<file path="config.mk">
export PLATFORM = sky130hd
export DESIGN_NAME = ucp_top
export DESIGN_NICKNAME = d
export VERILOG_FILES = /design/src/shared/ucp_pkg.sv /design/src/logic/ucp_rx_filter.sv /design/src/logic/ucp_top.sv
export SDC_FILE = /design/constraint.sdc
export NUM_CORES = 1
export LEC_CHECK = 0
export ABC_AREA = 1
export BUFFER_PORTS_ARGS = -buffer_cell sky130_fd_sc_hd__buf_4
export CELL_PAD_IN_SITES_DETAIL_PLACEMENT = 2
export CELL_PAD_IN_SITES_GLOBAL_PLACEMENT = 2
export CORE_ASPECT_RATIO = 1.2
export CORE_MARGIN = 1.5
export CORE_UTILIZATION = 23
export DETAILED_ROUTE_END_ITERATION = 16
export PLACE_DENSITY_LB_ADDON = 0.1
export SETUP_SLACK_MARGIN = 0.4
export SYNTH_ARGS = -nofsm -noshare
export SYNTH_HDL_FRONTEND = slang
export SYNTH_SLANG_ARGS = --single-unit
</file>
<file path="constraint.sdc">
create_clock -name pclk -period 2.1 [get_ports pclk]
set_clock_uncertainty 0.1 [all_clocks]
set_input_delay 0.105 -clock pclk [delete_from_list [all_inputs] [get_ports pclk]]
set_output_delay 0.105 -clock pclk [all_outputs]
set_load 0.05 [all_outputs]
</file>
<file path="src/shared/ucp_pkg.sv">
// Shared constants, types and helpers of the serial port control block.
package ucp_pkg;

  // Bus widths of the register slave.
  localparam int unsigned ADDR_W = 12;
  localparam int unsigned DATA_W = 32;
  localparam int unsigned REG_W = 8;

  // Register indices; the byte address is four times the index.
  localparam logic [7:0] CTRL_IDX = 8'hFD;
  localparam logic [7:0] FLAGS_IDX = 8'hFE;
  localparam logic [1:0] WORD_PAD = 2'h0;
  localparam logic [1:0] ADDR_TOP = 2'h0;
  localparam logic [ADDR_W-1:0] CTRL_ADDR = {ADDR_TOP, CTRL_IDX, WORD_PAD};
  localparam logic [ADDR_W-1:0] FLAGS_ADDR = {ADDR_TOP, FLAGS_IDX, WORD_PAD};

  // Control register fields.
  localparam int unsigned CTRL_MODE_HI = 7;
  localparam int unsigned CTRL_MODE_LO = 6;
  localparam int unsigned CTRL_MPF = 5;
  localparam int unsigned CTRL_REN = 4;
  localparam int unsigned CTRL_TB9 = 3;
  localparam int unsigned CTRL_RB9 = 2;
  localparam int unsigned CTRL_RIE = 1;
  localparam int unsigned CTRL_TIE = 0;
  localparam logic [REG_W-1:0] CTRL_RESET = 8'h00;

  // Pending register fields; the upper six bits are not implemented.
  localparam int unsigned FLG_RX = 1;
  localparam int unsigned FLG_TX = 0;
  localparam logic FLAG_RESET = 1'b0;
  localparam logic [5:0] FLAGS_UNUSED = 6'h00;
  localparam logic [REG_W-1:0] LANE_PAD_ZERO = 8'h00;
  localparam logic [DATA_W-REG_W-1:0] UPPER_ZERO = 24'h000000;

  // Operating modes as held in the two mode bits.
  typedef logic [1:0] ucp_mode_t;
  localparam ucp_mode_t MODE_SHIFT = 2'h0;
  localparam ucp_mode_t MODE_ASYNC8 = 2'h1;
  localparam ucp_mode_t MODE_ASYNC9_FIXED = 2'h2;
  localparam ucp_mode_t MODE_ASYNC9 = 2'h3;

  // Frame composition: data bits exclude the added start and stop bits.
  typedef logic [3:0] ucp_bits_t;
  localparam ucp_bits_t START_BITS = 4'h1;
  localparam ucp_bits_t STOP_BITS = 4'h1;
  localparam ucp_bits_t DATA8_BITS = 4'h8;
  localparam ucp_bits_t DATA9_BITS = 4'h9;
  localparam ucp_bits_t SHIFT_BITS = 4'h8;

  // Register slave states.
  typedef enum logic {UCP_APB_IDLE, UCP_APB_ANSWER} ucp_apb_state_t;

  // Line bits per frame for a mode, start and stop included when async.
  function automatic ucp_bits_t ucp_frame_bits(input ucp_mode_t mode);
    case (mode)
      MODE_SHIFT: ucp_frame_bits = SHIFT_BITS;
      MODE_ASYNC8: ucp_frame_bits = START_BITS + DATA8_BITS + STOP_BITS;
      default: ucp_frame_bits = START_BITS + DATA9_BITS + STOP_BITS;
    endcase
  endfunction : ucp_frame_bits

  // True for the two nine-bit asynchronous modes.
  function automatic logic ucp_is_nine(input ucp_mode_t mode);
    ucp_is_nine = (mode == MODE_ASYNC9) || (mode == MODE_ASYNC9_FIXED);
  endfunction : ucp_is_nine

endpackage : ucp_pkg

</file>
<file path="src/logic/ucp_rx_filter.sv">
// Multiprocessor receive filter that decides whether a frame may flag.
`timescale 1ns/1ps
module ucp_rx_filter (
  // Current configuration.
  input wire ucp_pkg::ucp_mode_t mode,
  input wire logic filter_en,
  // Status of the frame just received.
  input wire logic ninth_bit,
  input wire logic stop_ok,
  // Verdict.
  output logic accept
);
  import ucp_pkg::*;

  // With the filter off every frame passes; the shift mode never filters,
  // because the case default accepts every frame there whatever the filter bit.
  always_comb begin
    accept = 1'b1;
    if (filter_en) begin
      case (mode)
        MODE_ASYNC9, MODE_ASYNC9_FIXED: accept = ninth_bit;
        MODE_ASYNC8: accept = stop_ok;
        default: accept = 1'b1;
      endcase
    end
  end

endmodule : ucp_rx_filter

</file>
<file path="src/logic/ucp_top.sv">
// Serial port control and pending flags behind an APB register slave.
//
// Our own choice: register access over APB.
`timescale 1ns/1ps
module ucp_top (
  // Clock and reset.
  input wire logic pclk,
  input wire logic presetn,
  // APB slave.
  input wire logic psel,
  input wire logic penable,
  input wire logic pwrite,
  input wire logic [ucp_pkg::ADDR_W-1:0] paddr,
  input wire logic [ucp_pkg::DATA_W-1:0] pwdata,
  input wire logic [3:0] pstrb,
  output logic [ucp_pkg::DATA_W-1:0] prdata,
  output logic pready,
  output logic pslverr,
  // Events from the shift engines on the same clock.
  input wire logic rx_frame_done,
  input wire logic rx_ninth_bit,
  input wire logic rx_stop_ok,
  input wire logic tx_frame_done,
  // Configuration towards the shift engines and baud generator.
  output ucp_pkg::ucp_mode_t serial_mode,
  output logic multiprocessor_filter_enable,
  output logic rx_enable,
  output logic tx_ninth_bit,
  output logic use_baud_divisor,
  output ucp_pkg::ucp_bits_t frame_bits,
  // Interrupt requests towards the core's interrupt logic.
  output logic rx_int_req,
  output logic tx_int_req
);
  import ucp_pkg::*;

  ucp_apb_state_t state_q;
  logic [REG_W-1:0] ctrl_q;
  logic rx_pend_q;
  logic tx_pend_q;
  logic [DATA_W-1:0] prdata_q;
  logic pready_q;
  logic pslverr_q;
  logic use_div_q;
  ucp_bits_t frame_bits_q;
  logic rx_req_q;
  logic tx_req_q;
  logic setup;
  logic wr_lane0;
  logic wr_ctrl;
  logic wr_flags;
  logic mapped;
  logic filter_ok;
  logic rx_accept;
  logic [REG_W-1:0] flags_view;

  // Address decode; only the two word addresses answer without error.
  assign mapped = (paddr == CTRL_ADDR) || (paddr == FLAGS_ADDR);
  assign setup = psel && !penable;
  // A write lands only at the edge that completes the access phase.
  assign wr_lane0 = psel && penable && pready_q && pwrite && pstrb[0];
  assign wr_ctrl = wr_lane0 && (paddr == CTRL_ADDR);
  assign wr_flags = wr_lane0 && (paddr == FLAGS_ADDR);
  // Unimplemented pending bits always read as zero.
  assign flags_view = {FLAGS_UNUSED, rx_pend_q, tx_pend_q};

  // Frame filter for the multiprocessor address scheme.
  ucp_rx_filter u_filter (
    .mode (ctrl_q[CTRL_MODE_HI:CTRL_MODE_LO]),
    .filter_en (ctrl_q[CTRL_MPF]),
    .ninth_bit (rx_ninth_bit),
    .stop_ok (rx_stop_ok),
    .accept (filter_ok)
  );

  // Frames arriving while receive is disabled are dropped here as well.
  assign rx_accept = rx_frame_done && filter_ok &&
    ctrl_q[CTRL_REN];

  // Slave handshake: one setup cycle, then an access phase with pready.
  // Read data is captured at setup, so a flag set during the access phase
  // shows on the next read rather than this one.
  always_ff @(posedge pclk or negedge presetn) begin
    if (!presetn) begin
      state_q <= UCP_APB_IDLE;
      pready_q <= 1'b0;
      pslverr_q <= 1'b0;
      prdata_q <= '0;
    end else begin
      case (state_q)
        UCP_APB_IDLE: begin
          if (setup) begin
            state_q <= UCP_APB_ANSWER;
            pready_q <= 1'b1;
            pslverr_q <= !mapped;
            if (pwrite || !mapped) begin
              prdata_q <= '0;
            end else if (paddr == CTRL_ADDR) begin
              prdata_q <= {UPPER_ZERO, ctrl_q};
            end else begin
              prdata_q <= {UPPER_ZERO, flags_view};
            end
          end
        end
        UCP_APB_ANSWER: begin
          state_q <= UCP_APB_IDLE;
          pready_q <= 1'b0;
          pslverr_q <= 1'b0;
        end
        default: begin
          state_q <= UCP_APB_IDLE;
          pready_q <= 1'b0;
          pslverr_q <= 1'b0;
        end
      endcase
    end
  end

  // Control register; the captured ninth bit is overwritten by hardware,
  // and a capture in the same cycle as a write wins over the write.
  always_ff @(posedge pclk or negedge presetn) begin
    if (!presetn) begin
      ctrl_q <= CTRL_RESET;
    end else begin
      if (wr_ctrl) begin
        ctrl_q <= pwdata[REG_W-1:0];
      end
      if (rx_accept && ucp_is_nine(ctrl_q[CTRL_MODE_HI:CTRL_MODE_LO])) begin
        ctrl_q[CTRL_RB9] <= rx_ninth_bit;
      end
    end
  end

  // Receive pending flag; a new frame beats a clearing write.
  always_ff @(posedge pclk or negedge presetn) begin
    if (!presetn) begin
      rx_pend_q <= FLAG_RESET;
    end else if (rx_accept) begin
      rx_pend_q <= 1'b1;
    end else if (wr_flags) begin
      rx_pend_q <= pwdata[FLG_RX];
    end
  end

  // Transmit pending flag; a finished frame beats a clearing write.
  always_ff @(posedge pclk or negedge presetn) begin
    if (!presetn) begin
      tx_pend_q <= FLAG_RESET;
    end else if (tx_frame_done) begin
      tx_pend_q <= 1'b1;
    end else if (wr_flags) begin
      tx_pend_q <= pwdata[FLG_TX];
    end
  end

  // Mode decode for the baud generator and shift engines, one cycle late.
  always_ff @(posedge pclk or negedge presetn) begin
    if (!presetn) begin
      use_div_q <= 1'b1;
      frame_bits_q <= SHIFT_BITS;
    end else begin
      use_div_q <= (ctrl_q[CTRL_MODE_HI:CTRL_MODE_LO] !=
        MODE_ASYNC9_FIXED);
      frame_bits_q <=
        ucp_frame_bits(ctrl_q[CTRL_MODE_HI:CTRL_MODE_LO]);
    end
  end

  // Interrupt requests are the pending flags gated by their enables.
  always_ff @(posedge pclk or negedge presetn) begin
    if (!presetn) begin
      rx_req_q <= 1'b0;
      tx_req_q <= 1'b0;
    end else begin
      rx_req_q <= rx_pend_q && ctrl_q[CTRL_RIE];
      tx_req_q <= tx_pend_q && ctrl_q[CTRL_TIE];
    end
  end

  // Outputs come straight from flip-flops.
  assign prdata = prdata_q;
  assign pready = pready_q;
  assign pslverr = pslverr_q;
  assign serial_mode = ctrl_q[CTRL_MODE_HI:CTRL_MODE_LO];
  assign multiprocessor_filter_enable = ctrl_q[CTRL_MPF];
  assign rx_enable = ctrl_q[CTRL_REN];
  assign tx_ninth_bit = ctrl_q[CTRL_TB9];
  assign use_baud_divisor = use_div_q;
  assign frame_bits = frame_bits_q;
  assign rx_int_req = rx_req_q;
  assign tx_int_req = tx_req_q;
endmodule : ucp_top

</file>
==> impl_metrics.json <==
{
  "synth_fa_ha_area_frac": 0,
  "synth-simple-area-share": 0.354,
  "hpwl_microns": 2980,
  "crit_required_ps": 2170,
  "r2r-start": "pready",
  "yosysWarnings": 0,
  "rr_worst_depth": 6,
  "clkTransAtPathRegs_ps": 100,
  "synth_compound_area_frac": 0.0267,
  "highest_layer": "met4",
  "vias": 1292,
  "die_h_microns": 92.8,
  "grt_overflow": 0,
  "critPathCaptureType": "flip-flop",
  "timing.final.crit_period_ps": 1370,
  "synth_mux_area_frac": 0,
  "initial_core_util": 0.240,
  "wl_per_cell_microns": 11.2,
  "grt_pass1_vias": 1352,
  "rrSetupSlack_ps": 730,
  "p_leak_nw": 1.19,
  "stdcell_area_sq_um": 2040,
  "wirelength_microns": 3700,
  "grt_pass1_wl_microns": 6200,
  "synth-edff-count": 0,
  "syn2layout_area_growth_pct": 32.2,
  "first_pass_iters": 3,
  "cts_max_path_buffers": 2,
  "cts_setup_buffers": 0,
  "dr_wl_met2_microns": 2000,
  "ys.flop_type": "dfrtp_1",
  "dieArea_sq_um": 7220,
  "setup_tns_ps": 0,
  "mostFrequentLayoutCell": "nand2_1",
  "hold_viol_final": 0,
  "grtUsageTotal": 0.105,
  "r2r-end": "tx_pend_q",
  "fp.dieW_microns": 77.8,
  "fmax_mhz": 730,
  "fin_crit_sh": 0.652,
  "irDropWorstVdd_mv": 0.220,
  "worst_skew_pair.late_latency_ps": 270,
  "gp_congestion": 0.680,
  "hp-start": "rx_ninth_bit",
  "synth-xor-area-share": 0,
  "fill_cells": 777,
  "drive_above_1_share": 0.305,
  "maxCapViolCount": 0,
  "worst_setup_path_start_kind": "flip-flop",
  "async_reset_ff_frac": 1.00,
  "antenna_found_initial": 0,
  "coreArea_sq_um": 6450,
  "synth_area_sq_um": 1550,
  "status": "finished clean",
  "ys_seq_elements": 26,
  "mostFrequentLayoutCells": "nand2_1 (59), buf_4 (50), conb_1 (26)",
  "first_iter_violations": 16,
  "cts_htree_levels": 1,
  "rsz0062_at_grt": "no",
  "fin_nets": 304,
  "crit_type": "reg2reg",
  "synth_top_family_by_area": "simple AND/OR/NAND/NOR gates",
  "ant_nets": 0,
  "synthCells": 188,
  "m1WireLength_microns": 1490,
  "holdPathStages": 3,
  "drc": 0,
  "ioPinCount": 103,
  "portBuffers": 49,
  "grt_max_degree": 27,
  "path_max_fanout": 11,
  "std_cell_rows": 32,
  "power_density_nw_per_um2": 514,
  "min_path_type": "in2reg",
  "cts_sinks": 26,
  "postPlaceCellArea_sq_um": 1900,
  "synth_cell_types": 26,
  "cts_tree": "yes",
  "hold_end": "ctrl_q[2]",
  "via_per_inst": 3.90,
  "setup_viol": 0,
  "met3_length_microns": 179,
  "arrival_ps": 1440,
  "avgSynthCellArea_sq_um": 8.22,
  "drv_slew": 0,
  "numCtsBuffers": 3,
  "synth_seq_area_share": 0.422,
  "cts_root_buf": "clkbuf_8",
  "antennaDiodeCount": 0
}
[cells in the mapped netlist (2+ instances only)]
library cell / number / area [sq um]
conb_1: 2 / 7.51
buf_4: 28 / 210
nor2_4: 2 / 22.5
dfrtp_1: 25 / 626
inv_1: 18 / 67.6
nor2_8: 4 / 80.1
inv_2: 3 / 11.3
nand2_4: 3 / 33.8
nand2_2: 3 / 18.8
nand2_1: 59 / 221
nor2_1: 12 / 45.0
nor2_2: 2 / 12.5
nand3_1: 14 / 70.1
[cells by family (layout without fill, tap and decap cells)]
kind of cell           count (synthesis)  in the layout
AND/OR/NAND/NOR                      104            104
buffers and inverters                 51             85
flip-flops                            26             26
AO/OA/AOI/OAI                          5              5
other                                  2             26
[metrics by stage]
step	util	hold slack [ps]	instances	power, mW	setup slack, ps
after global routing	0.317	35.1	331	1.10	600
after detailed placement	0.294	-57.0	317	0.748	704
after floorplan	-	-291	212	0.714	601
final	0.317	25.2	331	1.05	731
after CTS	0.317	20.1	331	1.06	687
after global placement	0.294	-53.7	317	0.746	705
[flip-flops by register name (all words and copies together), names as in the netlist]
signal            cells
frame_bits            2
state_q               1
pready                1
prdata                8
use_baud_divisor      1
rx_int_req            1
ctrl_q                8
rx_pend_q             1
tx_pend_q             1
tx_int_req            1
pslverr               1
[layer usage]
metal	global-route usage	up-vias
met5	0	-
met4	0.0273	0
met3	0.0167	2
met2	0.192	39
met1	0.127	620
li1	-	631
[critical path, stage by stage, from the launching register on]
cell      delay [ps]
dfrtp_1          390
nand3_1          100
nor3_2           200
buf_4            240
nand2_1          100
nand2_1           70
nand3b_1          70
[power by group]
part,internal (mW),total [mW],switching (mW)
Clock,0.136,0.301,0.165
Sequential,0.507,0.512,0.00560
Combinational,0.0658,0.238,0.172
[final cells by class]
cell class                      count  area, sq um  area share
Inverter                           21         78.8      0.0386
Multi-Input combinational cell    135          686       0.336
Timing Repair Buffer               60          475       0.233
Clock buffer                        4         45.0      0.0220
Sequential cell                    26          652       0.319
Tap cell                           85          106      0.0521
[what timing repair did]
| action | CTS | global route |
|---|---|---|
| hold buffers | 10 | 0 |
| resized for setup | 0 | 0 |
| endpoints found under the hold margin | 35 | 0 |
[worst max-delay path by stage]
stage | from | endpoint | slack [ps] | cells after the start
after floorplan | pready | ctrl_q[2] | 600 | 5
after global placement | pready | tx_pend_q | 700 | 6
after detailed placement | pready | tx_pend_q | 700 | 6
after CTS | pready | tx_pend_q | 690 | 6
after global routing | pready | tx_pend_q | 600 | 6
final | pready | tx_pend_q | 730 | 6
No activity file was read; power rests on OpenSTA's default activity.
